`config.mk`:
```
export PLATFORM = sky130hd
export DESIGN_NAME = lwn_wake_notifier
export DESIGN_NICKNAME = d
export VERILOG_FILES = /design/src/lwn_pkg.sv /design/src/lwn_sync.sv /design/src/lwn_wake_notifier.sv
export SDC_FILE = /design/constraint.sdc
export NUM_CORES = 1
export LEC_CHECK = 0
export BUFFER_PORTS_ARGS = -buffer_cell sky130_fd_sc_hd__clkbuf_2
export CORE_MARGIN = 2
export CORE_UTILIZATION = 42
export CTS_CLUSTER_SIZE = 28
export DETAILED_ROUTE_END_ITERATION = 8
export HOLD_SLACK_MARGIN = 0.02
export PLACE_DENSITY = 0.81
export SYNTH_ARGS = -nofsm -noshare
export SYNTH_HDL_FRONTEND = slang
export SYNTH_SLANG_ARGS = --single-unit
```
`constraint.sdc`:
```
create_clock -name core_clk -period 1.08 [get_ports core_clk]
set_input_delay 0.162 -clock core_clk [delete_from_list [all_inputs] [get_ports core_clk]]
set_output_delay 0.162 -clock core_clk [all_outputs]
set_load 0.01 [all_outputs]
```
`src/lwn_pkg.sv`:
```
// constants shared by the wake notifier design
package lwn_pkg;
  // system clock rate
  localparam int unsigned CLK_MHZ          = 250;
  // wake square wave: period in cycles, toggle every half period
  localparam int unsigned WAKE_PERIOD_CYC  = 8;
  localparam int unsigned WAKE_HALF_CYC    = WAKE_PERIOD_CYC / 2;
  // link power sense low time before judged inactive
  localparam int unsigned LPS_LOW_NS_X10   = 26;
  localparam int unsigned LPS_LOW_CYC      = 128;
  localparam int unsigned LPS_CNT_W        = 8;
  // pin input synchroniser depth
  localparam int unsigned SYNC_STAGES      = 3;
  // reset values
  localparam logic        WAKE_RST_VAL     = 1'b0;
  localparam logic        CONTENDER_RST    = 1'b0;
endpackage

```
`src/lwn_sync.sv`:
```
// three-stage pin synchroniser with second/third agreement filter
module lwn_sync (
  // clock and reset
  input  wire logic core_clk,
  input  wire logic sys_rst,
  // asynchronous input and filtered level
  input  wire logic async_in,
  output logic      level_out
);
  import lwn_pkg::*;

  logic s1_r;
  logic s2_r;
  logic s3_r;

  // stage one feeds only stage two
  always_ff @(posedge core_clk) begin
    if (sys_rst) begin
      s1_r <= 1'b0;
      s2_r <= 1'b0;
      s3_r <= 1'b0;
    end else begin
      s1_r <= async_in;
      s2_r <= s1_r;
      s3_r <= s2_r;
    end
  end

  // accept a change only once stages two and three agree
  always_ff @(posedge core_clk) begin
    if (sys_rst) begin
      level_out <= 1'b0;
    end else if (s2_r == s3_r) begin
      level_out <= s3_r;
    end
  end
endmodule

```
`src/lwn_wake_notifier.sv`:
```
// wake notification, contender strap and cable idle logic
// Overview of operation
// - strap sampled at reset sets contender default
// - active wake is eight-cycle square wave
// - inactive wake low, undriven during reset
// - link inactive if sense or ctrl low
// - link-on packet wakes inactive link
// - port event bit wakes inactive link
// - timeout/power bits wake when enabled
// - wake holds until link becomes active
// - bus reset drops packet-only wake
// - pending interrupt wakes once link inactive
// - cable idle high when no bias
// - sense inactive after 128 low cycles
//
// Implementation choices: the address map and the strobed register port.
module lwn_wake_notifier #(
  parameter int unsigned NUM_PORTS = 6
) (
  // clock and reset
  input  wire logic                 core_clk,
  input  wire logic                 sys_rst,
  // contender / wake pin, split into three signals
  input  wire logic                 contender_wake_pin_i,
  output logic                      contender_wake_pin_o,
  output logic                      contender_wake_pin_oe,
  // strapped contender default
  output logic                      contender_default,
  // link controller status
  input  wire logic                 link_power_sense,
  input  wire logic                 link_active_ctrl_bit,
  // wake causes from the rest of the phy
  input  wire logic                 link_on_pkt_rx,
  input  wire logic                 bus_reset,
  input  wire logic                 port_event_irq_bit,
  input  wire logic                 config_timeout_irq_bit,
  input  wire logic                 cable_power_irq_bit,
  input  wire logic                 state_timeout_irq_bit,
  input  wire logic                 resuming_port_irq_enable,
  // cable bias detection per port
  input  wire logic [NUM_PORTS-1:0] port_bias_detect,
  // status outputs
  output logic                      cable_idle_output,
  output logic                      link_active,
  // software register port
  input  wire logic [3:0]           reg_addr,
  input  wire logic [31:0]          reg_wdata,
  input  wire logic                 reg_wr,
  input  wire logic                 reg_rd,
  output logic [31:0]               reg_rdata,
  // interrupt
  output logic                      irq
);
  import lwn_pkg::*;

  // register map
  localparam logic [3:0] ADDR_STATUS = 4'h0;
  localparam logic [3:0] ADDR_MASK   = 4'h4;
  localparam logic [3:0] ADDR_STATE  = 4'h8;
  localparam logic [3:0] ADDR_CTRL   = 4'hC;
  // event bit positions
  localparam int unsigned EV_WAKE_ON  = 0;
  localparam int unsigned EV_WAKE_OFF = 1;
  localparam int unsigned EV_LPS_LOST = 2;
  localparam int unsigned EV_CBL_IDLE = 3;
  localparam int unsigned EV_W        = 4;

  // write decode shared by every writable register
  function automatic logic wr_hit(logic wr, logic [3:0] a, logic [3:0] want);
    return wr && (a == want);
  endfunction

  // event-wide registers read back zero-extended
  function automatic logic [31:0] pad_ev(logic [EV_W-1:0] v);
    return {28'h0000000, v};
  endfunction

  // synchronised pin levels and sense filter
  logic                 lps_sync;
  logic                 strap_sync;
  logic [LPS_CNT_W-1:0] lps_low_cnt_r;
  logic                 lps_active_r;
  // wake state and wave generator
  logic                 wake_r;
  logic                 wake_pkt_r;
  logic [1:0]           half_cnt_r;
  logic                 wave_r;
  logic                 irq_cause;
  logic                 link_act;
  logic                 link_act_d_r;
  logic                 wake_d_r;
  logic                 idle_d_r;
  logic                 idle_now;
  // event and register state
  logic [5:0]           state_word;
  logic [EV_W-1:0]      ev;
  logic [EV_W-1:0]      status_r;
  logic [EV_W-1:0]      mask_r;
  logic                 force_wake_r;
  // bias sampling
  logic [NUM_PORTS-1:0] bias_s1_r;
  logic [NUM_PORTS-1:0] bias_s2_r;

  // link power sense comes from another chip: filtered
  // reset tied off so the filter keeps tracking the pin
  lwn_sync u_lps_sync (
    .core_clk  (core_clk),
    .sys_rst   (1'b0),
    .async_in  (link_power_sense),
    .level_out (lps_sync)
  );

  // strap level; synchroniser left running through reset to track pin
  lwn_sync u_strap_sync (
    .core_clk  (core_clk),
    .sys_rst   (1'b0),
    .async_in  (contender_wake_pin_i),
    .level_out (strap_sync)
  );

  // strap captured while reset is held, reads settled pin level
  // reset must last a few cycles so the filtered level settles
  always_ff @(posedge core_clk) begin
    if (sys_rst) begin
      contender_default <= strap_sync;
    end
  end

  // low-time counter; a short low glitch keeps sense active
  // counter holds at the limit so a long low cannot wrap
  always_ff @(posedge core_clk) begin
    if (sys_rst) begin
      lps_low_cnt_r <= '0;
      lps_active_r  <= 1'b0;
    end else if (lps_sync) begin
      lps_low_cnt_r <= '0;
      lps_active_r  <= 1'b1;
    end else if (lps_low_cnt_r < LPS_CNT_W'(LPS_LOW_CYC)) begin
      lps_low_cnt_r <= lps_low_cnt_r + LPS_CNT_W'(1);
    end else begin
      lps_active_r  <= 1'b0;
    end
  end

  // link counts as active only with sense and control bit both up
  assign link_act = lps_active_r & link_active_ctrl_bit;

  // interrupt causes; software may also force a wake
  assign irq_cause = port_event_irq_bit
                   | ((config_timeout_irq_bit | cable_power_irq_bit
                      | state_timeout_irq_bit) & resuming_port_irq_enable)
                   | force_wake_r;

  // wake request state; level causes re-evaluated every cycle
  // a live interrupt cause outranks the packet, so a bus reset
  // only drops a wake when no interrupt cause or packet is live
  always_ff @(posedge core_clk) begin
    if (sys_rst) begin
      wake_r     <= WAKE_RST_VAL;
      wake_pkt_r <= 1'b0;
    end else if (link_act) begin
      wake_r     <= 1'b0;
      wake_pkt_r <= 1'b0;
    end else if (irq_cause) begin
      wake_r     <= 1'b1;
      wake_pkt_r <= wake_pkt_r | link_on_pkt_rx;
    end else if (link_on_pkt_rx) begin
      wake_r     <= 1'b1;
      wake_pkt_r <= 1'b1;
    end else if (bus_reset) begin
      wake_r     <= 1'b0;
      wake_pkt_r <= 1'b0;
    end
  end

  // square wave: toggle every half period for fifty percent duty
  // counter restarts while wake is off, so the first half is full
  always_ff @(posedge core_clk) begin
    if (sys_rst || !wake_r) begin
      half_cnt_r <= '0;
      wave_r     <= 1'b0;
    end else if (half_cnt_r == 2'(WAKE_HALF_CYC - 1)) begin
      half_cnt_r <= '0;
      wave_r     <= ~wave_r;
    end else begin
      half_cnt_r <= half_cnt_r + 2'(1);
    end
  end

  // pin drive: undriven in reset, low when idle, wave when active
  // idle level is a driven low, never left floating after reset
  always_ff @(posedge core_clk) begin
    if (sys_rst) begin
      contender_wake_pin_oe <= 1'b0;
      contender_wake_pin_o  <= 1'b0;
    end else begin
      contender_wake_pin_oe <= 1'b1;
      contender_wake_pin_o  <= wake_r & wave_r;
    end
  end

  // bias detect is analog, so double-sample it
  // a port losing bias shows up two flops later
  always_ff @(posedge core_clk) begin
    if (sys_rst) begin
      bias_s1_r <= '0;
      bias_s2_r <= '0;
    end else begin
      bias_s1_r <= port_bias_detect;
      bias_s2_r <= bias_s1_r;
    end
  end

  // not debounced: follows the double-sampled ports
  assign idle_now = ~|bias_s2_r;

  // registered status outputs
  always_ff @(posedge core_clk) begin
    if (sys_rst) begin
      cable_idle_output <= 1'b1;
      link_active       <= 1'b0;
    end else begin
      cable_idle_output <= idle_now;
      link_active       <= link_act;
    end
  end

  // edge history for event detection
  always_ff @(posedge core_clk) begin
    if (sys_rst) begin
      link_act_d_r <= 1'b0;
      wake_d_r     <= 1'b0;
      idle_d_r     <= 1'b1;
    end else begin
      link_act_d_r <= lps_active_r;
      wake_d_r     <= wake_r;
      idle_d_r     <= idle_now;
    end
  end

  // one-cycle event pulses from level changes
  assign ev[EV_WAKE_ON]  = wake_r & ~wake_d_r;
  assign ev[EV_WAKE_OFF] = ~wake_r & wake_d_r;
  assign ev[EV_LPS_LOST] = ~lps_active_r & link_act_d_r;
  assign ev[EV_CBL_IDLE] = idle_now & ~idle_d_r;

  // state word: sense, link, wake, packet wake, cable idle, contender
  assign state_word[0] = lps_active_r;
  assign state_word[1] = link_act;
  assign state_word[2] = wake_r;
  assign state_word[3] = wake_pkt_r;
  assign state_word[4] = idle_now;
  assign state_word[5] = contender_default;

  // sticky status: a new event wins over a write-one clear
  always_ff @(posedge core_clk) begin
    if (sys_rst) begin
      status_r <= '0;
    end else if (wr_hit(reg_wr, reg_addr, ADDR_STATUS)) begin
      status_r <= (status_r & ~reg_wdata[EV_W-1:0]) | ev;
    end else begin
      status_r <= status_r | ev;
    end
  end

  // mask and control registers
  always_ff @(posedge core_clk) begin
    if (sys_rst) begin
      mask_r       <= '0;
      force_wake_r <= 1'b0;
    end else if (wr_hit(reg_wr, reg_addr, ADDR_MASK)) begin
      mask_r       <= reg_wdata[EV_W-1:0];
    end else if (wr_hit(reg_wr, reg_addr, ADDR_CTRL)) begin
      force_wake_r <= reg_wdata[0];
    end
  end

  // read data valid the cycle after the strobe; unmapped reads zero
  always_ff @(posedge core_clk) begin
    if (sys_rst) begin
      reg_rdata <= '0;
    end else if (reg_rd) begin
      unique case (reg_addr)
        ADDR_STATUS: reg_rdata <= pad_ev(status_r);
        ADDR_MASK:   reg_rdata <= pad_ev(mask_r);
        ADDR_STATE:  reg_rdata <= {26'h0000000, state_word};
        ADDR_CTRL:   reg_rdata <= {31'h00000000, force_wake_r};
        default:     reg_rdata <= '0;
      endcase
    end else begin
      reg_rdata <= '0;
    end
  end

  // level interrupt from any unmasked sticky bit
  // a write-one clear drops irq two cycles after the strobe
  always_ff @(posedge core_clk) begin
    if (sys_rst) begin
      irq <= 1'b0;
    end else begin
      irq <= |(status_r & mask_r);
    end
  end
endmodule

```
Word level (Yosys, flattened, before mapping). Cells that the tools add are included.

$add $sub $neg: 2. Magnitude comparators: 1. Equal/unequal tests: 7. Mux-type cells: 9. Bitwise logic cells: 24. Reduce and logical (&&, ||, !) cells: 15.

Operators by type and width (count): one-hot mux 6 bit (4 select lines) (1); adder 8 x 1 -> 8 bit (second input constant) (1); AND 4 bit (2); == test 4 bit (second input constant) (2); less-than comparator 8 bit (second input constant) (1); OR 4 bit (2); OR reduction 2 bit (4); AND 1 bit (7); two-way mux 1 bit (7); inverter 1 bit (7); OR reduction 6 bit (1); OR 1 bit (5); == test 4 x 3 -> 1 bit (second input constant) (1); logical NOT 4 bit (1); two-way mux 4 bit (1); inverter 4 bit (1); OR reduction 4 bit (1); logical AND 1 bit (3); nonzero test 3 bit (1); adder 2 x 1 -> 2 bit (second input constant) (1); == test 1 bit (2); == test 2 bit (second input constant) (1); logical NOT 1 bit (2); != test 2 x 1 -> 1 bit (second input constant) (1); 2 further kinds (2).

Flip-flop bits (word level): 83. Input bits: 56. Output and inout port bits: 38.

Logic depth before layout (Yosys ltp). Gate-level depths: netlist of run 1.

Word-level depth: 6. Depth in mapped cells: 4. Depth with buffers taken out: 4.

By module. Synthesis of run 1 repeated with hierarchy kept, for this count alone.

Cell total of the unflattened synthesis: 222. Area, all modules: 2190.9 µm².

By module, submodules not included: lwn_wake_notifier (times used 1, cells each 202, area an instance 1965.6 µm², seq. area each 991.0 µm²); lwn_sync (times used 2, cells each 10, area an instance 112.6 µm², seq. area each 80.1 µm²).

Worst setup path before layout of run 1. No wires, ideal clock.

Path type: register to register. From: register lps_low_cnt_r[0]. To: register lps_low_cnt_r[4]. Arrival time: 1077 ps. Path slack: -67 ps. Stages on the path, launching flop included: 5. Buffers on the path: 0. Clock period less this slack: 1147 ps. Cells stage by stage: dfxtp_1 ha_1 nand2b_4 or3_1 a21oi_1.

Word-level cells in the longest chain between the ends: 1.

RTL lines: start: declaration (RTL line lwn_wake_notifier.sv:81) `logic [LPS_CNT_W-1:0] lps_low_cnt_r;`; start signal: assignment (RTL line lwn_wake_notifier.sv:139) `lps_low_cnt_r <= lps_low_cnt_r + LPS_CNT_W'(1);`; adder 8 x 1 -> 8 bit or less-than comparator 8 bit (tied branches) (RTL line lwn_wake_notifier.sv:139, lwn_wake_notifier.sv:138).

Several ways; a longest one is shown, not always the timed one. A chain may end at the register's enable or synchronous reset.

Worst setup path after layout of run 1. Ends and elaborated chain as after synthesis.

==> results of run 1 <==
==> state kept, by name, summed over array words and instances, names as in the netlist, 2 cells and up <==
name           count
bias_s1_r          6
lps_low_cnt_r      8
half_cnt_r         2
reg_rdata          6
status_r           4
bias_s2_r          6
mask_r             4
==> layout by cell type, fill, tap and decap left out, types with 3 or more instances in the layout <==
cell type	count
dfxtp_2	3
dfxtp_1	49
inv_1	6
nand3_1	3
a31o_2	3
clkbuf_8	12
clkbuf_2	39
and3_1	4
mux2i_1	5
o21ai_0	4
nand2_1	11
nand2b_1	4
a21oi_1	10
xnor2_1	3
conb_1	26
dlygate4sd3_1	3
nor2b_1	17
buf_4	17
xor2_1	3
nor2_1	11
edfxtp_1	3
==> critical path, cell delays in order, from the launching register on <==
cell and delay, ps:
dfxtp_4 360, ha_4 140, nand2b_4 50, or3_4 330
a21oi_2 110
==> stage by stage <==
| stage | utilization (%) | instances | hold slack (ps) |
|---|---|---|---|
| 4_1_cts | 53.5 | 347 | 37.3 |
| 3_3_place_gp | 49.4 | 330 | 265 |
| 3_5_place_dp | 49.4 | 330 | 266 |
| 2_1_floorplan | - | 234 | 190 |
| 5_1_grt | 54.2 | 348 | 42.2 |
| 6_report | 54.2 | 348 | 45.7 |
==> layout make-up <==
type,instances,area (um^2)
fill,466,2320
sequential,57,1180
multi-input combinational,140,895
timing repair buffer,61,393
clock buffer,14,173
tap,70,87.6
inverter,6,22.5
==> cell families (layout without fill, tap and decap cells) <==
kind of cell / count (synthesis) / after routing / share of synthesized area, %
buffers and inverters: 37 / 81 / 11.3
adder cells (fa/ha/maj): 2 / 2 / 1.15
flip-flops: 57 / 57 / 53.7
XOR/XNOR: 6 / 6 / 2.41
multiplexers: 6 / 6 / 3.33
AND/OR/NAND/NOR: 67 / 67 / 18.1
AO/OA/AOI/OAI: 33 / 33 / 9.87
other: 1 / 26 / 0.172
==> timing repair <==
action	4_1_cts	5_1_grt
endpoints found under the setup margin	2	5
hold buffers	3	0
cloned	0	0
endpoints found under the hold margin	3	0
pin swaps	3	3
buffers inserted	0	1
gates resized for setup	2	10
==> worst max path at each step <==
stage,start,to,slack (ps),cells after the start
final,lps_low_cnt_r[0]$_SDFFE_PP0N_,lps_low_cnt_r[4]$_SDFFE_PP0N_,10,4
after global routing,lps_low_cnt_r[0]$_SDFFE_PP0N_,lps_low_cnt_r[4]$_SDFFE_PP0N_,-40,4
after CTS,lps_low_cnt_r[0]$_SDFFE_PP0N_,lps_low_cnt_r[6]$_SDFFE_PP0N_,4,4
after detailed placement,lps_low_cnt_r[3]$_SDFFE_PP0N_,lps_low_cnt_r[6]$_SDFFE_PP0N_,-30,3
after global placement,reg_addr[3],reg_rdata[0]$_SDFF_PP0_,-20,3
after floorplan,lps_low_cnt_r[1]$_SDFFE_PP0N_,lps_low_cnt_r[4]$_SDFFE_PP0N_,10,4
==> report_power, final <==
part,total [mW],internal [mW],switching (mW),leakage (nW)
sequential,2.26,2.21,0.0482,0.476
combinational,0.369,0.183,0.186,0.642
clock,1.73,0.996,0.737,0.0886
==> per-layer routing <==
| metal | GRT usage (%) | up-vias | routed length, um | part of all wire, % |
|---|---|---|---|---|
| met5 | 0 | - | 0 | 0 |
| li1 | - | 791 | - | - |
| met2 | 24.2 | 48 | 1940 | 50 |
| met1 | 14.8 | 732 | 1590 | 41 |
| met3 | 6.99 | 9 | 254 | 6.6 |
| met4 | 7.45 | 0 | 82 | 2.1 |
==> impl_metrics.py, run 1 <==
metrics = {
    "cts": {
        "cts_buffers": 9,
        "cts-root-buf": "clkbuf_8",
        "clkTransAtPathRegs_ps": 60,
        "cts.sinks": 57,
        "ctsHtreeMaxLevel": 3,
        "clock_latency_ps": 330,
        "clock_path_buffers": 2,
        "cts_tree": "yes",
    },
    "critical_path": {
        "cp.required_ps": 1340,
        "critical_path_arrival_ps": 1320,
        "crit_path_start_kind": "flip-flop",
        "worstSetupPathType": "flip-flop to flip-flop",
        "crit_fanout": 3,
        "rr_endpoint": "lps_low_cnt_r[4]$_SDFFE_PP0N_",
        "r2r_setup_slack_ps": 10,
        "end_kind": "flip-flop",
        "r2r.worst_path.cells": 4,
        "r2r_start": "lps_low_cnt_r[0]$_SDFFE_PP0N_",
    },
    "yosys": {
        "synth_top_area_share_pct": 49.6,
        "syn_area_mm2": 0.00218,
        "yosys_warnings": 0,
        "ys_top_cells_by_count": "dfxtp_1 (54), buf_4 (26), nor2b_1 (17), nor2_1 (12)",
        "synth_seq_cells": 57,
        "synthTopCellsByArea": "dfxtp_1 (50%), buf_4 (9.0%), nor2b_1 (4.9%)",
        "ys_seq_area_share_pct": 53.7,
        "async_flop_share_pct": 0,
        "syn_avg_cell_area_um2": 10.4,
        "ys_types": 44,
        "synth_top_cell_by_area": "dfxtp_1",
        "synth-edff-count": 3,
        "synth-main-ff-cell": "dfxtp_1",
        "synth_most_common_cell": "dfxtp_1",
        "synth_cells": 209,
    },
    "timing": {
        "final.setup.tns_ps": 0,
        "rsz0062_at_grt": "true",
        "drv_slew": 0,
        "clock.fmax_ghz": 0.939,
        "setup_viol": 0,
        "hold_viol_final": 0,
        "skew_ps": 5.81,
        "fin_crit_ps": 1070,
        "worst_slack_ps": 14.7,
        "fin_crit_sh_pct": 98.6,
    },
    "global_route": {
        "grt_first_pass_wirelength_um": 6560,
        "grt_max_degree": 16,
        "grtUsageTotal_pct": 14.4,
        "overflow": 0,
        "antenna_found_initial": 0,
        "grt_pass1_vias": 1552,
    },
    "pwr": {
        "p_leak_nw": 1.21,
        "power_mw": 4.36,
        "power.density_mw_per_mm2": 1580,
        "ir_drop_mv": 0.946,
    },
    "min_path": {
        "hold_depth": 2,
        "hold_class": "primary input to flip-flop",
        "hold-path-endpoint": "bias_s1_r[0]$_SDFF_PP0_",
        "min_from": "port_bias_detect[0]",
    },
    "routing": {
        "vias": 1580,
        "wl_um": 3860,
        "drcViolationCount": 0,
        "drtAntennaViolNets": 0,
        "drt-pass1-iter-count": 4,
        "wire_per_inst_um": 11.1,
        "avgViaCountPerCell": 4.54,
        "initialDrtViolationCount": 71,
    },
    "floorplanning": {
        "initial_core_util_pct": 43.0,
        "fp.dieArea_mm2": 0.00579,
        "pin_count": 94,
        "die_w_um": 76.1,
        "dieHeight_um": 76.1,
        "core_mm2": 0.00507,
        "rows": 26,
    },
    "status": {
        "status": "completed",
    },
    "layout": {
        "design.final.nets": 333,
        "syn_to_final_growth_pct": 26.2,
        "drive_gt1_share_pct": 32.7,
        "design_area_mm2": 0.00275,
        "n_antenna_cell": 0,
    },
    "placement": {
        "pre_cts_ws_ps": -25.3,
        "dp_hpwl_um": 2810,
        "placed_area_mm2": 0.00251,
        "place_congestion": 0.801,
        "port_buffers": 39,
    },
    "run": {
        "drv_cap": 0,
    },
}
Note: power is estimated with default switching activity, not from simulation.
==> run 2: changes to the inputs <==
--- a/config.mk
+++ b/config.mk
@@ -7,11 +7,11 @@
 export LEC_CHECK = 0
 export BUFFER_PORTS_ARGS = -buffer_cell sky130_fd_sc_hd__clkbuf_2
 export CORE_MARGIN = 2
-export CORE_UTILIZATION = 42
+export CORE_UTILIZATION = 37
 export CTS_CLUSTER_SIZE = 28
 export DETAILED_ROUTE_END_ITERATION = 8
 export HOLD_SLACK_MARGIN = 0.02
-export PLACE_DENSITY = 0.81
+export PLACE_DENSITY = 0.73
 export SYNTH_ARGS = -nofsm -noshare
 export SYNTH_HDL_FRONTEND = slang
 export SYNTH_SLANG_ARGS = --single-unit
==> impl_metrics.py, run 2 (synthesis results as in run 1) <==
metrics = {
    "global_route": {
        "overflow": 0,
        "grt_busiest_layer": "met2",
        "met1_usage_pct": 14.0,
        "grt_first_pass_wirelength_um": 6220,
        "use_met3_pct": 5.78,
        "grt_pass1_vias": 1439,
        "antenna_found_initial": 0,
        "grt_max_degree": 16,
        "met2_usage_pct": 21.7,
        "grtUsageTotal_pct": 12.9,
    },
    "critical_path": {
        "critical_path_arrival_ps": 1320,
        "cp.required_ps": 1330,
        "crit_path_start_kind": "flip-flop",
        "worstSetupPathType": "flip-flop to flip-flop",
        "r2r_start": "lps_low_cnt_r[7]$_SDFFE_PP0N_",
        "startpoint": "lps_low_cnt_r[7]$_SDFFE_PP0N_",
        "cp-endpoint": "lps_low_cnt_r[5]$_SDFFE_PP0N_",
        "r2r_setup_slack_ps": 20,
        "end_kind": "flip-flop",
        "r2r.worst_path.cells": 3,
        "crit_fanout": 3,
        "rr_endpoint": "lps_low_cnt_r[5]$_SDFFE_PP0N_",
    },
    "cts": {
        "clkTransAtPathRegs_ps": 70,
        "clock_path_buffers": 2,
        "cts_buffers": 9,
        "cts_tree": "yes",
        "ctsHtreeMaxLevel": 3,
        "clock_latency_ps": 320,
        "cts.sinks": 57,
        "cts-root-buf": "clkbuf_8",
    },
    "timing": {
        "setup_viol": 0,
        "fin_crit_sh_pct": 98.6,
        "holdWs_ps": 49.7,
        "drv_slew": 0,
        "skew_ps": 10.6,
        "hold_viol_final": 0,
        "fin_crit_ps": 1060,
        "clock.fmax_ghz": 0.939,
        "rsz0062_at_grt": "true",
    },
    "layout": {
        "n_antenna_cell": 0,
        "fillCellCount": 526,
        "design.final.nets": 333,
        "largest_register": "lps_low_cnt_r",
        "final_common_cell": "dfxtp_1",
        "fin_util_pct": 49.4,
        "register_area_mm2": 0.00118,
        "drive_gt1_share_pct": 31.5,
        "fin_cells": 351,
        "final_cell_mix": "dfxtp_1 (49), clkbuf_2 (39), conb_1 (26)",
        "multi_input_area_um2": 870,
        "largest_reg_flops": 8,
        "syn_to_final_growth_pct": 27.0,
        "design_area_mm2": 0.00277,
    },
    "floorplanning": {
        "pin_count": 94,
        "rows": 27,
        "fp.dieArea_mm2": 0.00652,
        "core_mm2": 0.00561,
        "die_w_um": 80.8,
        "initial_core_util_pct": 38.9,
        "dieHeight_um": 80.8,
    },
    "run": {
        "drv_cap": 0,
    },
    "placement": {
        "place_inst": 332,
        "place_congestion": 0.834,
        "port_buffers": 39,
        "dp_hpwl_um": 2860,
        "placed_area_mm2": 0.00250,
    },
    "routing": {
        "drtAntennaViolNets": 0,
        "avgViaCountPerCell": 4.40,
        "drt-pass1-iter-count": 6,
        "wl_um": 3870,
        "wire_per_inst_um": 11.0,
        "vias": 1545,
        "initialDrtViolationCount": 68,
        "drcViolationCount": 0,
    },
    "pwr": {
        "power_mw": 4.78,
        "ir_drop_mv": 0.765,
        "p_leak_nw": 1.22,
        "power.density_mw_per_mm2": 1730,
    },
    "min_path": {
        "hold_class": "primary input to flip-flop",
    },
    "status": {
        "status": "completed",
    },
}
==> run 2: worst min path at each step <==
stage                   startpoint                 endpoint  cells past startpoint  slack, ps
5_1_grt        port_bias_detect[1]  bias_s1_r[1]$_SDFF_PP0_                      2         40
3_5_place_dp      link_power_sense  u_lps_sync.s1_r$_DFF_P_                      1        270
6_report       port_bias_detect[4]  bias_s1_r[4]$_SDFF_PP0_                      2         50
3_3_place_gp      link_power_sense  u_lps_sync.s1_r$_DFF_P_                      1        270
4_1_cts        port_bias_detect[1]  bias_s1_r[1]$_SDFF_PP0_                      2         40
2_1_floorplan     link_power_sense  u_lps_sync.s1_r$_DFF_P_                      0        190
==> run 2: what timing repair did <==
action / 4_1_cts / 5_1_grt
gates resized for setup: 4 / 1
buffers inserted: 1 / 0
endpoints found under the hold margin: 3 / 0
endpoints found under the setup margin: 3 / 4
pin swaps: 3 / 3
hold buffers: 3 / 0
==> run 2: area by class of cell <==
cell class / count / share of cell area [%]
clock buffers: 14 / 7.00
clock inverters: 1 / 1.08
inverters: 6 / 0.813
multi-input cells: 140 / 31.4
flip-flops and latches: 57 / 42.7
well taps: 72 / 3.25
repair buffers: 61 / 13.7
==> run 2: power breakdown <==
| group | switching, mW | internal [mW] | leakage, nW | total (mW) |
|---|---|---|---|---|
| Clock | 0.792 | 1.38 | 0.114 | 2.18 |
| Sequential | 0.0480 | 2.21 | 0.476 | 2.26 |
| Combinational | 0.179 | 0.173 | 0.633 | 0.351 |
| Total | 1.02 | 3.77 | 1.22 | 4.78 |
==> run 2: per-stage QoR <==
step	setup TNS [ps]	worst slack, ps
after CTS	0	4.73
after detailed placement	-67.7	-29.3
final	0	15.4
after floorplan	0	11.1
after global placement	-10.4	-10.4
after global routing	-119	-43.5
==> run 2: routing by layer <==
metal | up-vias | part of all wire [%]
met1 | 706 | 43
met3 | 5 | 6.0
li1 | 792 | -
met2 | 42 | 50
met5 | - | 0
met4 | 0 | 1.4
==> run 2: critical path, stage by stage (launching register included) <==
cell and delay (ps):
dfxtp_1 330, nand4b_1 190, or3_1 330, a21oi_1 140
==> run 3: changes to the inputs <==
--- a/config.mk
+++ b/config.mk
@@ -5,6 +5,7 @@
 export SDC_FILE = /design/constraint.sdc
 export NUM_CORES = 1
 export LEC_CHECK = 0
+export ABC_AREA = 1
 export BUFFER_PORTS_ARGS = -buffer_cell sky130_fd_sc_hd__clkbuf_2
 export CORE_MARGIN = 2
 export CORE_UTILIZATION = 37
==> impl_metrics.py, run 3 <==
metrics = {
    "status": {
        "status": "completed",
    },
    "cts": {
        "cts.sinks": 57,
        "cts-root-buf": "clkbuf_8",
        "cts_buffers": 9,
        "ctsHtreeMaxLevel": 3,
        "clock_latency_ps": 330,
        "clkTransAtPathRegs_ps": 60,
        "clock_path_buffers": 2,
        "cts_tree": "yes",
    },
    "timing": {
        "skew_ps": 7.26,
        "drv_slew": 0,
        "fin_crit_ps": 1050,
        "setup_viol": 0,
        "holdWs_ps": 80.5,
        "fin_crit_sh_pct": 97.0,
        "rsz0062_at_grt": "true",
        "clock.fmax_ghz": 0.955,
        "hold_viol_final": 0,
    },
    "global_route": {
        "antenna_found_initial": 0,
        "grt_first_pass_wirelength_um": 6090,
        "grt_max_degree": 14,
        "grtUsageTotal_pct": 12.5,
        "overflow": 0,
        "grt_pass1_vias": 1461,
    },
    "routing": {
        "avgViaCountPerCell": 4.11,
        "wire_per_inst_um": 9.63,
        "vias": 1689,
        "wl_um": 3960,
        "drcViolationCount": 0,
        "drt-pass1-iter-count": 4,
        "initialDrtViolationCount": 48,
        "drtAntennaViolNets": 0,
    },
    "yosys": {
        "synth_top_cell_by_area": "dfxtp_1",
        "synth_top_area_share_pct": 48.1,
        "ys_seq_area_share_pct": 52.1,
        "synth-main-ff-cell": "dfxtp_1",
        "syn_area_mm2": 0.00225,
        "yosys_warnings": 0,
        "ys_types": 29,
        "synth_cells": 267,
        "ys_top_cells_by_count": "dfxtp_1 (54), nand2_1 (43), nor2_1 (36), inv_1 (28), buf_4 (26)",
        "async_flop_share_pct": 0,
        "synth_most_common_cell": "dfxtp_1",
        "synth_seq_cells": 57,
        "synth-edff-count": 3,
        "synthTopCellsByArea": "dfxtp_1 (48%), buf_4 (8.7%), nand2_1 (7.2%)",
        "syn_avg_cell_area_um2": 8.42,
    },
    "critical_path": {
        "worstSetupPathType": "flip-flop to flip-flop",
        "critical_path_arrival_ps": 1260,
        "cp.required_ps": 1290,
        "crit_path_start_kind": "flip-flop",
        "crit_fanout": 3,
        "end_kind": "flip-flop",
    },
    "layout": {
        "final_common_cell": "dfxtp_1",
        "n_antenna_cell": 0,
        "syn_to_final_growth_pct": 25.7,
        "drive_gt1_share_pct": 27.4,
        "largest_reg_flops": 8,
        "final_cell_mix": "dfxtp_1 (51), nand2_1 (43), clkbuf_2 (39)",
        "largest_register": "lps_low_cnt_r",
        "design.final.nets": 389,
        "fin_util_pct": 48.0,
    },
    "floorplanning": {
        "dieHeight_um": 82.0,
        "pin_count": 94,
        "fp.dieArea_mm2": 0.00672,
        "initial_core_util_pct": 38.2,
        "rows": 28,
        "core_mm2": 0.00589,
        "die_w_um": 82.0,
    },
    "pwr": {
        "p_int_mw": 3.54,
        "p_sw_mw": 1.01,
        "power_frac_comb_pct": 7.8,
        "power_frac_seq_pct": 49.5,
        "power.density_mw_per_mm2": 1610,
        "p_clk_share_pct": 42.7,
        "p_leak_nw": 1.30,
        "p_sw_share_pct": 22.2,
        "ir_drop_mv": 1.12,
    },
    "placement": {
        "port_buffers": 39,
        "dp_hpwl_um": 2870,
        "place_congestion": 0.848,
    },
    "min_path": {
        "hold_class": "primary input to flip-flop",
    },
    "run": {
        "drv_cap": 0,
    },
}
## run 3: kinds of logic (layout without fill, tap and decap cells)
family,count (synthesis),after routing,share of synthesized area (%)
and+or+nand+nor,114,114,23.2
buffers and inverters,65,109,15.7
DFF,57,57,52.1
AOI/OAI and AO/OA,24,24,6.18
xor gates and xnor gates,4,4,1.56
adders and majority gates,2,2,1.11
other,1,26,0.167
## run 3: worst paths after layout
check | from | to | slack (ps) | cells after the start
worst min register to register | u_strap_sync.s1_r$_DFF_P_ | u_strap_sync.s2_r$_DFF_P_ | 330 | 0
worst max-delay path | lps_low_cnt_r[0]$_SDFFE_PP0N_ | lps_low_cnt_r[4]$_SDFFE_PP0N_ | 30 | 5
worst max register to register | lps_low_cnt_r[0]$_SDFFE_PP0N_ | lps_low_cnt_r[4]$_SDFFE_PP0N_ | 30 | 5
worst min-delay path | link_on_pkt_rx | wake_pkt_r$_SDFFE_PP0P_ | 80 | 3
## run 3: metrics by stage
step	TNS [ps]	setup slack, ps	cell area [um^2]	cells	power, mW
floorplan	0	48.4	2340	292	2.56
global placement	-52.4	-52.4	2470	384	2.61
detailed placement	-53.6	-49.9	2470	384	2.62
CTS	-20.9	-20.9	2760	408	4.61
global route	-28.3	-13.5	2830	411	4.79
finish	0	32.5	2830	411	4.55
## run 3: final cells by class
cell class,instances,area (um^2)
Clock buffer,13,159
Fill cell,564,3060
Clock inverter,3,40.0
Timing Repair Buffer,58,358
Inverter,35,133
Tap cell,75,93.8
Sequential cell,57,1180
Multi-Input combinational cell,170,865
## run 3: per-layer routing
metal	vias up	GRT usage [%]	share of wire (%)
li1	906	-	-
met1	721	13.9	43
met3	2	6.70	7.9
met2	60	20.0	48
met5	-	0	0
met4	0	5.00	0.76
## run 3: what timing repair did
action,CTS,global route
pin swaps,2,3
endpoints found under the setup margin,2,4
hold buffers,8,0
setup buffers,0,3
endpoints found under the hold margin,8,0
resized for setup,3,10
## run 3: power groups by stage
| stage | clock network, mW | registers [mW] | logic, mW |
|---|---|---|---|
| 2_1_floorplan | 0 | 2.29 | 0.266 |
| 3_3_place_gp | 0 | 2.30 | 0.314 |
| 3_5_place_dp | 0 | 2.30 | 0.323 |
| 4_1_cts | 2.01 | 2.25 | 0.346 |
| 5_1_grt | 2.12 | 2.26 | 0.404 |
| 6_report | 1.94 | 2.26 | 0.355 |
## run 3: worst max-delay path, stage by stage (launching register included)
cell and delay [ps]:
dfxtp_4 370, ha_4 140, nand4_1 110, buf_4 170, o21ai_2 100, a21oi_1 40
